--- src/usb_bufsel_pkg.sv ---
// constants and types for the buffer selector and reset-exit block
// How it works
// - host mode keeps one select bit choosing first or second buffer half
// - select toggles per packet; silicon also toggles it in single-buffered mode
// - split transfers above 8 bytes low speed or 64 bytes full speed
// - second-half status is written 16 bits above the first-half field
// - single-buffered fetch ignores select and reads the first half
// - attention flag records select value when a buffer is marked done
// - leave reset for connected only after 800 us unbroken J-state
// - no packet is accepted while in the reset state
// - device runs full speed, or low speed when control bit 1 is set, via translator behind high-speed hubs
// - foreign traffic more often than the idle interval keeps device in reset
// - J-state is data-plus high with data-minus low
`default_nettype none
package usb_bufsel_pkg;
  localparam int          CLK_MHZ         = 250;
  localparam int          RESET_SE0_US    = 10000;
  localparam int          RESET_SE0_CYC   = RESET_SE0_US * CLK_MHZ;
  localparam int          IDLE_J_US       = 800;
  localparam int          IDLE_J_CYC      = IDLE_J_US * CLK_MHZ;
  localparam int          LS_MAX_PKT      = 8;
  localparam int          FS_MAX_PKT      = 64;
  localparam int          STAT_W          = 16;
  localparam int          HALF_SHIFT      = 16;
  localparam int          CNT_W           = 24;
  localparam logic [7:0]  INT_RESET_BIT   = 8'h01;
  localparam logic [7:0]  INT_CONN_BIT    = 8'h02;
  localparam logic [7:0]  INT_DONE_BIT    = 8'h04;
  localparam logic [3:0]  ADDR_STATUS     = 4'h0;
  localparam logic [3:0]  ADDR_MASK       = 4'h1;
  localparam logic [3:0]  ADDR_CTRL       = 4'h2;
  localparam logic [3:0]  ADDR_EP_STAT    = 4'h3;
  localparam logic [3:0]  ADDR_ATTN       = 4'h4;
  localparam logic [3:0]  ADDR_STATE      = 4'h5;
  localparam logic [3:0]  ADDR_BUFCTL0    = 4'h6;
  localparam logic [3:0]  ADDR_BUFCTL1    = 4'h7;
  localparam int          CTRL_DBL_BIT    = 0;
  localparam int          CTRL_LS_BIT     = 1;
  localparam int          CTRL_HOST_BIT   = 2;
  typedef enum logic [1:0] {DEV_CONNECTED, DEV_RESET, DEV_WAIT_IDLE} dev_state_t;
endpackage : usb_bufsel_pkg
`default_nettype wire

--- src/usb_bufsel_top.sv ---
// buffer selector with status write-back and device reset exit
`timescale 1ns/1ps
`default_nettype none
module usb_bufsel_top
#(
  parameter int RESET_CYC = usb_bufsel_pkg::RESET_SE0_CYC,
  parameter int IDLE_CYC  = usb_bufsel_pkg::IDLE_J_CYC
) (
  input  wire logic        ref_clk,
  input  wire logic        rst_n,
  input  wire logic        dp_in,
  input  wire logic        dm_in,
  input  wire logic        pkt_done,
  input  wire logic        pkt_in,
  input  wire logic [15:0] pkt_status,
  input  wire logic [3:0]  addr,
  input  wire logic [31:0] wdata,
  input  wire logic        wr,
  input  wire logic        rd,
  output logic      [31:0] rdata,
  output logic             irq,
  output logic             pkt_accept,
  output logic             buf_sel,
  output logic      [15:0] buf_info,
  output logic      [6:0]  max_pkt
);
  import usb_bufsel_pkg::*;

  // ----------------------------------------
  // pin synchronisers
  // ----------------------------------------
  logic [1:0] dp_s_r;
  logic [1:0] dm_s_r;
  always_ff @(posedge ref_clk or negedge rst_n) begin
    if (!rst_n) begin
      dp_s_r <= 2'h3; // idle level is J, so no false SE0 after reset
      dm_s_r <= 2'h0;
    end else begin
      dp_s_r <= {dp_s_r[0], dp_in};
      dm_s_r <= {dm_s_r[0], dm_in};
    end
  end
  logic j_state;
  logic se0;
  assign j_state = dp_s_r[1] && !dm_s_r[1];
  assign se0     = !dp_s_r[1] && !dm_s_r[1];

  // ----------------------------------------
  // line condition timers
  // ----------------------------------------
  logic se0_long;
  logic idle_long;
  usb_idle_timer #(.LIMIT(RESET_CYC), .W(CNT_W + 2)) u_se0 (
    .ref_clk (ref_clk),
    .rst_n   (rst_n),
    .cond    (se0),
    .done    (se0_long)
  );
  logic wait_j;
  usb_idle_timer #(.LIMIT(IDLE_CYC), .W(CNT_W)) u_idle (
    .ref_clk (ref_clk),
    .rst_n   (rst_n),
    .cond    (wait_j),
    .done    (idle_long)
  );

  // ----------------------------------------
  // device state
  // ----------------------------------------
  dev_state_t st_r;
  dev_state_t st_nxt;
  logic       ev_reset;
  logic       ev_conn;
  always_comb begin
    st_nxt   = st_r;
    ev_reset = 1'b0;
    ev_conn  = 1'b0;
    unique case (st_r)
      DEV_CONNECTED: begin
        if (se0_long) begin
          st_nxt   = DEV_RESET;
          ev_reset = 1'b1;
        end
      end
      DEV_RESET: begin
        if (!se0) begin
          st_nxt = DEV_WAIT_IDLE;
        end
      end
      DEV_WAIT_IDLE: begin
        if (se0_long) begin
          st_nxt   = DEV_RESET;
          ev_reset = 1'b1;
        end else if (idle_long) begin
          st_nxt  = DEV_CONNECTED;
          ev_conn = 1'b1;
        end
      end
      default: begin
        st_nxt = DEV_RESET;
      end
    endcase
  end
  always_ff @(posedge ref_clk or negedge rst_n) begin
    if (!rst_n) begin
      st_r <= DEV_RESET;
    end else begin
      st_r <= st_nxt;
    end
  end
  assign wait_j = (st_r == DEV_WAIT_IDLE) && j_state;

  // ----------------------------------------
  // registers
  // ----------------------------------------
  logic [7:0]  stat_r, stat_nxt;
  logic [7:0]  mask_r, mask_nxt;
  logic [2:0]  ctrl_r, ctrl_nxt;
  logic [31:0] ep_r, ep_nxt;
  logic [1:0]  attn_r, attn_nxt;
  logic [15:0] bc0_r, bc0_nxt;
  logic [15:0] bc1_r, bc1_nxt;
  logic        sel_r, sel_nxt;
  logic [31:0] rdata_nxt;
  logic        done_ok;
  logic [7:0]  ev;
  assign done_ok = pkt_done && ctrl_r[CTRL_HOST_BIT];
  assign ev = (ev_reset ? INT_RESET_BIT : 8'h00) | (ev_conn ? INT_CONN_BIT : 8'h00)
            | (done_ok ? INT_DONE_BIT : 8'h00);
  always_comb begin
    stat_nxt = stat_r;
    mask_nxt = mask_r;
    ctrl_nxt = ctrl_r;
    ep_nxt   = ep_r;
    attn_nxt = attn_r;
    bc0_nxt  = bc0_r;
    bc1_nxt  = bc1_r;
    sel_nxt  = sel_r;
    rdata_nxt = 32'h0;
    if (wr) begin
      unique case (addr)
        ADDR_STATUS:  stat_nxt = stat_r & ~wdata[7:0];
        ADDR_MASK:    mask_nxt = wdata[7:0];
        ADDR_CTRL:    ctrl_nxt = wdata[2:0];
        ADDR_EP_STAT: ep_nxt   = ep_r & ~wdata;
        ADDR_ATTN:    attn_nxt = attn_r & ~wdata[1:0];
        ADDR_BUFCTL0: bc0_nxt  = wdata[15:0];
        ADDR_BUFCTL1: bc1_nxt  = wdata[15:0];
        default: begin
        end
      endcase
    end
    if (rd) begin
      unique case (addr)
        ADDR_STATUS:  rdata_nxt = {24'h0, stat_r};
        ADDR_MASK:    rdata_nxt = {24'h0, mask_r};
        ADDR_CTRL:    rdata_nxt = {29'h0, ctrl_r};
        ADDR_EP_STAT: rdata_nxt = ep_r;
        ADDR_ATTN:    rdata_nxt = {30'h0, attn_r};
        ADDR_STATE:   rdata_nxt = {29'h0, sel_r, st_r};
        ADDR_BUFCTL0: rdata_nxt = {16'h0, bc0_r};
        ADDR_BUFCTL1: rdata_nxt = {16'h0, bc1_r};
        default:      rdata_nxt = 32'h0;
      endcase
    end
    if (done_ok) begin
      if (sel_r) begin
        ep_nxt[HALF_SHIFT +: STAT_W] = pkt_status;
      end else begin
        ep_nxt[0 +: STAT_W] = pkt_status;
      end
      attn_nxt[sel_r] = 1'b1;
      sel_nxt = ~sel_r;
    end
    if (ev_reset) begin
      sel_nxt = 1'b0;
    end
    stat_nxt = stat_nxt | ev;
  end
  always_ff @(posedge ref_clk or negedge rst_n) begin
    if (!rst_n) begin
      stat_r <= 8'h00;
      mask_r <= 8'h00;
      ctrl_r <= 3'h0;
      ep_r   <= 32'h0;
      attn_r <= 2'h0;
      bc0_r  <= 16'h0;
      bc1_r  <= 16'h0;
      sel_r  <= 1'b0;
      rdata  <= 32'h0;
    end else begin
      stat_r <= stat_nxt;
      mask_r <= mask_nxt;
      ctrl_r <= ctrl_nxt;
      ep_r   <= ep_nxt;
      attn_r <= attn_nxt;
      bc0_r  <= bc0_nxt;
      bc1_r  <= bc1_nxt;
      sel_r  <= sel_nxt;
      rdata  <= rdata_nxt;
    end
  end

  // ----------------------------------------
  // outputs
  // ----------------------------------------
  always_ff @(posedge ref_clk or negedge rst_n) begin
    if (!rst_n) begin
      irq        <= 1'b0;
      pkt_accept <= 1'b0;
      buf_sel    <= 1'b0;
      buf_info   <= 16'h0;
      max_pkt    <= 7'h0;
    end else begin
      irq        <= |(stat_nxt & mask_nxt);
      pkt_accept <= (st_nxt == DEV_CONNECTED) && pkt_in;
      buf_sel    <= sel_nxt;
      buf_info   <= (ctrl_nxt[CTRL_DBL_BIT] && sel_nxt) ? bc1_nxt : bc0_nxt;
      max_pkt    <= ctrl_nxt[CTRL_LS_BIT] ? 7'(LS_MAX_PKT) : 7'(FS_MAX_PKT);
    end
  end

  // ----------------------------------------
  // checks
  // ----------------------------------------
  sel_toggle_a: assert property (@(posedge ref_clk) disable iff (!rst_n)
    done_ok && !ev_reset |=> sel_r != $past(sel_r))
    else $error("select did not toggle");
  upper_write_a: assert property (@(posedge ref_clk) disable iff (!rst_n)
    done_ok && sel_r |=> ep_r[31:16] == $past(pkt_status))
    else $error("upper half not written");
  lower_write_a: assert property (@(posedge ref_clk) disable iff (!rst_n)
    done_ok && !sel_r |=> ep_r[15:0] == $past(pkt_status))
    else $error("lower half not written");
  attn_flag_a: assert property (@(posedge ref_clk) disable iff (!rst_n)
    done_ok |=> attn_r[$past(sel_r)])
    else $error("attention flag missing");
  single_fetch_a: assert property (@(posedge ref_clk) disable iff (!rst_n)
    !ctrl_r[CTRL_DBL_BIT] && !wr |=> buf_info == bc0_r)
    else $error("single mode read second half");
  no_accept_a: assert property (@(posedge ref_clk) disable iff (!rst_n)
    st_r != DEV_CONNECTED |-> !pkt_accept || $past(st_nxt) == DEV_CONNECTED)
    else $error("packet accepted in reset");
  conn_j_a: assert property (@(posedge ref_clk) disable iff (!rst_n)
    st_r == DEV_WAIT_IDLE && st_nxt == DEV_CONNECTED |-> j_state)
    else $error("connected without idle");
  reset_sel_a: assert property (@(posedge ref_clk) disable iff (!rst_n)
    ev_reset |=> !sel_r)
    else $error("select not cleared");
  break_j_a: assert property (@(posedge ref_clk) disable iff (!rst_n)
    st_r == DEV_WAIT_IDLE && !j_state |-> st_nxt != DEV_CONNECTED)
    else $error("connected across break");
  c_conn: cover property (@(posedge ref_clk) ev_conn);
  c_upper: cover property (@(posedge ref_clk) done_ok && sel_r);
  c_reset: cover property (@(posedge ref_clk) ev_reset);
  c_double: cover property (@(posedge ref_clk) done_ok && ctrl_r[CTRL_DBL_BIT]);
endmodule : usb_bufsel_top
`default_nettype wire

--- src/usb_idle_timer.sv ---
// counter of uninterrupted line conditions
`timescale 1ns/1ps
`default_nettype none
module usb_idle_timer #(
  parameter int LIMIT = 200000,
  parameter int W     = 24
) (
  input  wire logic ref_clk,
  input  wire logic rst_n,
  input  wire logic cond,
  output var  logic done
);
  logic [W-1:0] cnt_r;
  logic [W-1:0] cnt_nxt;
  always_comb begin
    if (!cond) begin
      cnt_nxt = '0;
    end else if (cnt_r != W'(LIMIT)) begin
      cnt_nxt = cnt_r + W'(1);
    end else begin
      cnt_nxt = cnt_r;
    end
  end
  always_ff @(posedge ref_clk or negedge rst_n) begin
    if (!rst_n) begin
      cnt_r <= '0;
    end else begin
      cnt_r <= cnt_nxt;
    end
  end
  assign done = cond && (cnt_r == W'(LIMIT));
endmodule : usb_idle_timer
`default_nettype wire

--- config.mk ---
export PLATFORM = sky130hd
export DESIGN_NAME = usb_bufsel_top
export DESIGN_NICKNAME = d
export VERILOG_FILES = /design/src/usb_bufsel_pkg.sv /design/src/usb_bufsel_top.sv /design/src/usb_idle_timer.sv
export SDC_FILE = /design/constraint.sdc
export NUM_CORES = 1
export LEC_CHECK = 0
export BUFFER_PORTS_ARGS = -buffer_cell sky130_fd_sc_hd__buf_2
export CORE_MARGIN = 3
export CORE_UTILIZATION = 58
export DETAILED_ROUTE_END_ITERATION = 8
export HOLD_SLACK_MARGIN = 0.02
export PLACE_DENSITY = 0.92
export SYNTH_ARGS = -nofsm -noshare
export SYNTH_HDL_FRONTEND = slang
export SYNTH_SLANG_ARGS = --single-unit
--- constraint.sdc ---
create_clock -name ref_clk -period 2.38 [get_ports ref_clk]
set_clock_uncertainty 0.15 [all_clocks]
set_input_delay 0.119 -clock ref_clk [delete_from_list [all_inputs] [get_ports ref_clk]]
set_output_delay 0.119 -clock ref_clk [all_outputs]
set_load 0.01 [all_outputs]
# Word level (Yosys, flattened, before mapping)
# Cells that the tools add are included.
# word_totals
word_cells,110
romBits,0
out_inout_bits,58
latch_bits,0
register_bits,199
ramBits,0
mem_count,0
# classes
mux,43
reduce_logical,17
n_addsub,2
bitwise_logic,12
n_eq_ne,15
order_cmp,2
div_mod_pow,0
shift,0
mul,0
# ops
op,n
case mux 32 bit (8 select lines),1
two-way mux 32 bit,4
two-way mux 16 bit,7
two-way mux 26 bit,2
two-way mux 24 bit,2
AND 32 bit,1
two-way mux 8 bit,4
inverter 32 bit,1
"adder 26 x 1 -> 26 bit, second input constant",1
"== test 26 x 22 -> 1 bit, second input constant",1
"inequality test 26 x 22 -> 1 bit, second input constant",1
"adder 24 x 1 -> 24 bit, second input constant",1
"== test 24 x 18 -> 1 bit, second input constant",1
"inequality test 24 x 18 -> 1 bit, second input constant",1
two-way mux 2 bit,10
AND 8 bit,2
"== test 4 x 3 -> 1 bit, second input constant",4
logical AND 1 bit,9
two-way mux 1 bit,9
"== test 4 x 2 -> 1 bit, second input constant",2
inverter 8 bit,1
bitwise OR 8 x 3 -> 8 bit,1
OR reduction 8 bit,1
two-way mux 7 bit,1
other kinds (20),23

# Longest topological paths before layout
# logic_depth
word_depth,13
depth_mapped,9

# Modules after synthesis
# From an unflattened synthesis, not the netlist that was laid out.
# hier_totals
hier_cells,791
area_unflattened_um2,8743.4
# modules_own_cells
module,area_each_um2,instances,cells_each
usb_bufsel_top,5925.7,1,501
usb_idle_timer at u_se0,1487.7,1,162
usb_idle_timer at u_idle,1330.0,1,128

# Worst setup path after synthesis
# Ideal clock, no wire load.
# synth_path
path_type,register to register
startpoint,register u_se0.cnt_r[0]
endpoint,register buf_info[10]
t_arrival_ns,1.909
path_buffers,2
synth_period_minus_slack_ns,2.184
path_stages_with_launch,10
setup_slack_ns,0.196
path_cell_list,dfrtp_1 -> inv_1 -> ha_1 -> nor4b_1 -> nand3_1 -> nor4_4 -> or3_1 -> buf_6 -> buf_8 -> mux2_4
# synth_via
elab_chain_len,7
# synth_rtl
element,line,source
start: declaration,usb_idle_timer.sv:13,logic [W-1:0] cnt_r;
start signal: assignment,usb_idle_timer.sv:28,cnt_r <= cnt_nxt;
== test 26 x 22 -> 1 bit,usb_idle_timer.sv:31,assign done = cond && (cnt_r == W'(LIMIT));
logical AND 1 bit,usb_idle_timer.sv:31,
two-way mux 1 bit,"usb_bufsel_top.sv:80, usb_bufsel_top.sv:91",
two-way mux 1 bit,n/a,
two-way mux 1 bit,usb_bufsel_top.sv:175,if (ev_reset) begin
logical AND 1 bit,usb_bufsel_top.sv:218,buf_info <= (ctrl_nxt[CTRL_DBL_BIT] && sel_nxt) ? bc1_nxt : bc0_nxt;
two-way mux 16 bit,usb_bufsel_top.sv:218,
end signal: assignment,usb_bufsel_top.sv:218,
end: declaration,usb_bufsel_top.sv:24,"output logic [15:0] buf_info,"
# Every way passes these cells.
# A chain may end at the register's enable or synchronous reset.

# Worst setup path in the final report
# layout_path
startpoint,register u_se0.cnt_r[14]
endpoint,register buf_info[1]
# The elaborated chain is that of the path after synthesis.

==> flow_metrics.tcl <==
set metrics [dict create \
    met2_length_microns 12200 \
    cap_violations 0 \
    synth_area_leader_cell "dfrtp_1" \
    gp_congestion 0.882 \
    cp_max_fo 16 \
    synth_xor_area_share_pct 4.16 \
    synth-edff-count 0 \
    max_slew.worst_pin.slew_ns 0.757 \
    max_stage_delay_ns 0.45 \
    synth_top_area_share_pct 55.1 \
    core_area_sq_um 14200 \
    finalNetCount 1030 \
    syn-instance-count 789 \
    synth.area.mux_share_pct 8.06 \
    cts_sinks 193 \
    synth_commonest_cells "dfrtp_1, nand2_1, nor2_1, o21ai_0, mux2_2" \
    cts_buffers 17 \
    ys_seq_elements 193 \
    hold_viol_final 0 \
    period_share_pct 96.1 \
    crit_type "register to register" \
    yosysWarnings 0 \
    status "completed" \
    pre_cts_slack_ns 0.0968 \
    placedCellCount 1061 \
    start_util_pct 60.7 \
    vias 7438 \
    ff2ff_setup_slack_ns 0.09 \
    min_period_ns 2.29 \
    post_drt_wl_per_cell_microns 22.1 \
    tritoncts "built" \
    r2r_cells 6 \
    firstDrtPassIters 9 \
    grt_max_degree 54 \
    vias_per_cell 6.41 \
    timing.rr.start "u_se0.cnt_r[14]" \
    path_clk_slew_ns 0.08 \
    synth.area.top_cells "dfrtp_1, mux2_2, nand2_1" \
    clock_latency_ns 0.46 \
    yosysSeqAreaShare_pct 56.0 \
    p_leak_nw 4.89 \
    synth_cell_types 63 \
    drc_errors 0 \
    antenna_found_initial 1 \
    cp_slowest_cell "dfrtp_1" \
    grt_pass1_vias 7320 \
    wl_met3_microns 2440 \
    irDropWorstVdd_uv 573 \
    syn_avg_cell_area_sq_um 10.9 \
    synth_compound_area_share_pct 8.40 \
    worstPathArrival_ns 2.47 \
    hold_path.class "primary input to asynchronous set/reset pin" \
    relSlewSlack_pct 49.5 \
    grt-ovfl-total 0 \
    finalSetupViolations 0 \
    clockRootBuffer "clkbuf_16" \
    grt.total_usage_pct 31.3 \
    syn_to_final_growth_pct 24.0 \
    ys_async_sr_fraction_pct 100 \
    crit_chain "nor4b_2, nand4_2, nor4_4, or3_1, buf_12, mux2_2" \
    syn_area_sq_um 8630 \
    synth.most_common_cell "dfrtp_1" \
    wl_met1_microns 9190 \
    drtIter0Drc 1000 \
    post_dp_cell_area_sq_um 9410 \
    fp-row-count 43 \
    htreeDepth 4 \
    drt-total-wl_microns 25600 \
    required_ns 2.57 \
    critPathLaunchType "register" \
    die_w_microns 128 \
    synthSimpleGateAreaFrac_pct 19.2 \
    synth_fa_ha_area_share_pct 0.580 \
    end_kind "register" \
    final_cell_area_sq_um 10700 \
    dieArea_sq_um 16400 \
    fin_cells 1160 \
    ys.flop_type "dfrtp_1" \
    die_h_microns 128 \
    clock_path_buffers 2 \
    grt_first_pass_wirelength_microns 39400 \
    ant_nets 0 \
    timing.rr.end "buf_info[1]" \
    portBuffers 112 \
    io_pins 118 \
    dp_hpwl_microns 14100 \
    p_per_area_nw_per_um2 855 \
    synth_top_family_by_area "simple AND/OR/NAND/NOR gates" \
    drv_slew 0 \
    fmax_mhz 437 \
    drive_gt1_share_pct 26.0 \
    highest_layer "met4" \
    fin_ws_ns 0.0935 \
]
==> final cells by class <==
type                       count  area [sq um]
sequential                   193          4830
multi-input combinational    537          3540
fill                         795          3510
timing repair buffer         198          1410
clock buffer                  19           453
tap                          180           225
clock inverter                13           160
inverter                      19          71.3
antenna                        1          2.50
==> worst max-delay path, delay by kind of cell (launching register included) <==
family,cells,cell delay (ns)
AND/OR/NAND/NOR,4,1.03
flip-flops,1,0.45
buffers and inverters,1,0.19
multiplexers,1,0.36
==> cell families (layout without fill, tap and decap cells) <==
logic type / count (synthesis) / after routing
adders and majority gates: 4 / 4
AOI/OAI and AO/OA: 111 / 111
muxes: 59 / 59
and+or+nand+nor: 317 / 317
buffers and inverters: 63 / 249
other: 1 / 6
xor gates and xnor gates: 41 / 41
DFF: 193 / 193
==> metal layers <==
layer | vias up | GRT usage (%)
met2 | 546 | 50.0
met3 | 160 | 7.38
met5 | - | 0
li1 | 3109 | -
met1 | 3623 | 38.9
met4 | 0 | 18.6
==> how the worst max path moves through the flow <==
| stage | startpoint | endpoint | slack (ns) | cells past startpoint |
|---|---|---|---|---|
| global placement | addr[3] | buf_info[7] | 0.20 | 6 |
| global route | u_se0.cnt_r[14] | buf_info[1] | -0.01 | 6 |
| floorplan | u_se0.cnt_r[0] | buf_info[10] | 0.20 | 9 |
| finish | u_se0.cnt_r[14] | buf_info[1] | 0.09 | 6 |
| detailed placement | addr[3] | buf_info[13] | 0.1 | 6 |
| CTS | u_se0.cnt_r[0] | buf_info[1] | 0.04 | 8 |
==> state kept, by name, summed over array words and instances, names as in the netlist <==
signal / flops
bc0_r: 16
st_r: 2
pkt_accept: 1
ep_r: 32
buf_info: 16
attn_r: 2
u_se0.cnt_r: 26
u_idle.cnt_r: 24
rdata: 32
buf_sel: 1
bc1_r: 16
max_pkt: 2
ctrl_r: 2
stat_r: 8
dm_s_r: 2
mask_r: 8
irq: 1
dp_s_r: 2
==> what timing repair did <==
action                                 in CTS  in global routing
setup endpoints to repair                   0                  8
resized for setup                           0                  4
endpoints found under the hold margin     308                  0
buffers inserted                            0                  5
hold buffers                               61                  0
==> report_power, final <==
part	total, mW	leakage (nW)	switching (mW)	internal (mW)
clock network	3.05	0.300	1.41	1.65
registers	4.29	2.50	0.408	3.88
logic	1.80	2.08	0.934	0.870
total	9.15	4.89	2.75	6.40
==> cells in the final DEF (no fill, tap or decap), drive strengths merged, types with 2 or more instances in the layout <==
cell type | synthesis | layout
a21boi | 3 | 3
a21o | 2 | 2
a21oi | 21 | 21
a221oi | 9 | 9
a222oi | 14 | 14
a22oi | 10 | 10
a31o | 2 | 2
a31oi | 2 | 2
and2 | 5 | 5
and3 | 21 | 21
and4 | 4 | 4
buf | 22 | 135
bufinv | 0 | 2
clkbuf | 22 | 21
conb | 1 | 5
dfrtp | 190 | 190
dfstp | 3 | 3
dlygate4sd3 | 0 | 61
ha | 4 | 4
inv | 19 | 28
mux2 | 54 | 54
mux2i | 5 | 5
nand2 | 125 | 125
nand2b | 3 | 3
nand3 | 22 | 22
nand4 | 13 | 13
nor2 | 62 | 62
nor2b | 3 | 3
nor3 | 18 | 18
nor3b | 3 | 3
nor4 | 9 | 9
nor4b | 5 | 5
o21ai | 46 | 46
or2 | 2 | 2
or3 | 12 | 12
or4 | 4 | 4
xnor2 | 21 | 21
xor2 | 20 | 20
==> metrics by stage <==
stage               hold WS [ns]  TNS (ns)  total power [mW]  util [%]
floorplan                 -0.327         0              5.07         -
global route              0.0468   -0.0301              9.43      75.3
global placement         -0.0668         0              5.57      66.2
CTS                       0.0285         0              8.90      74.8
finish                    0.0104         0              9.15      75.3
detailed placement       -0.0636         0              5.67      66.2
Power figures use the tool's default switching activity.
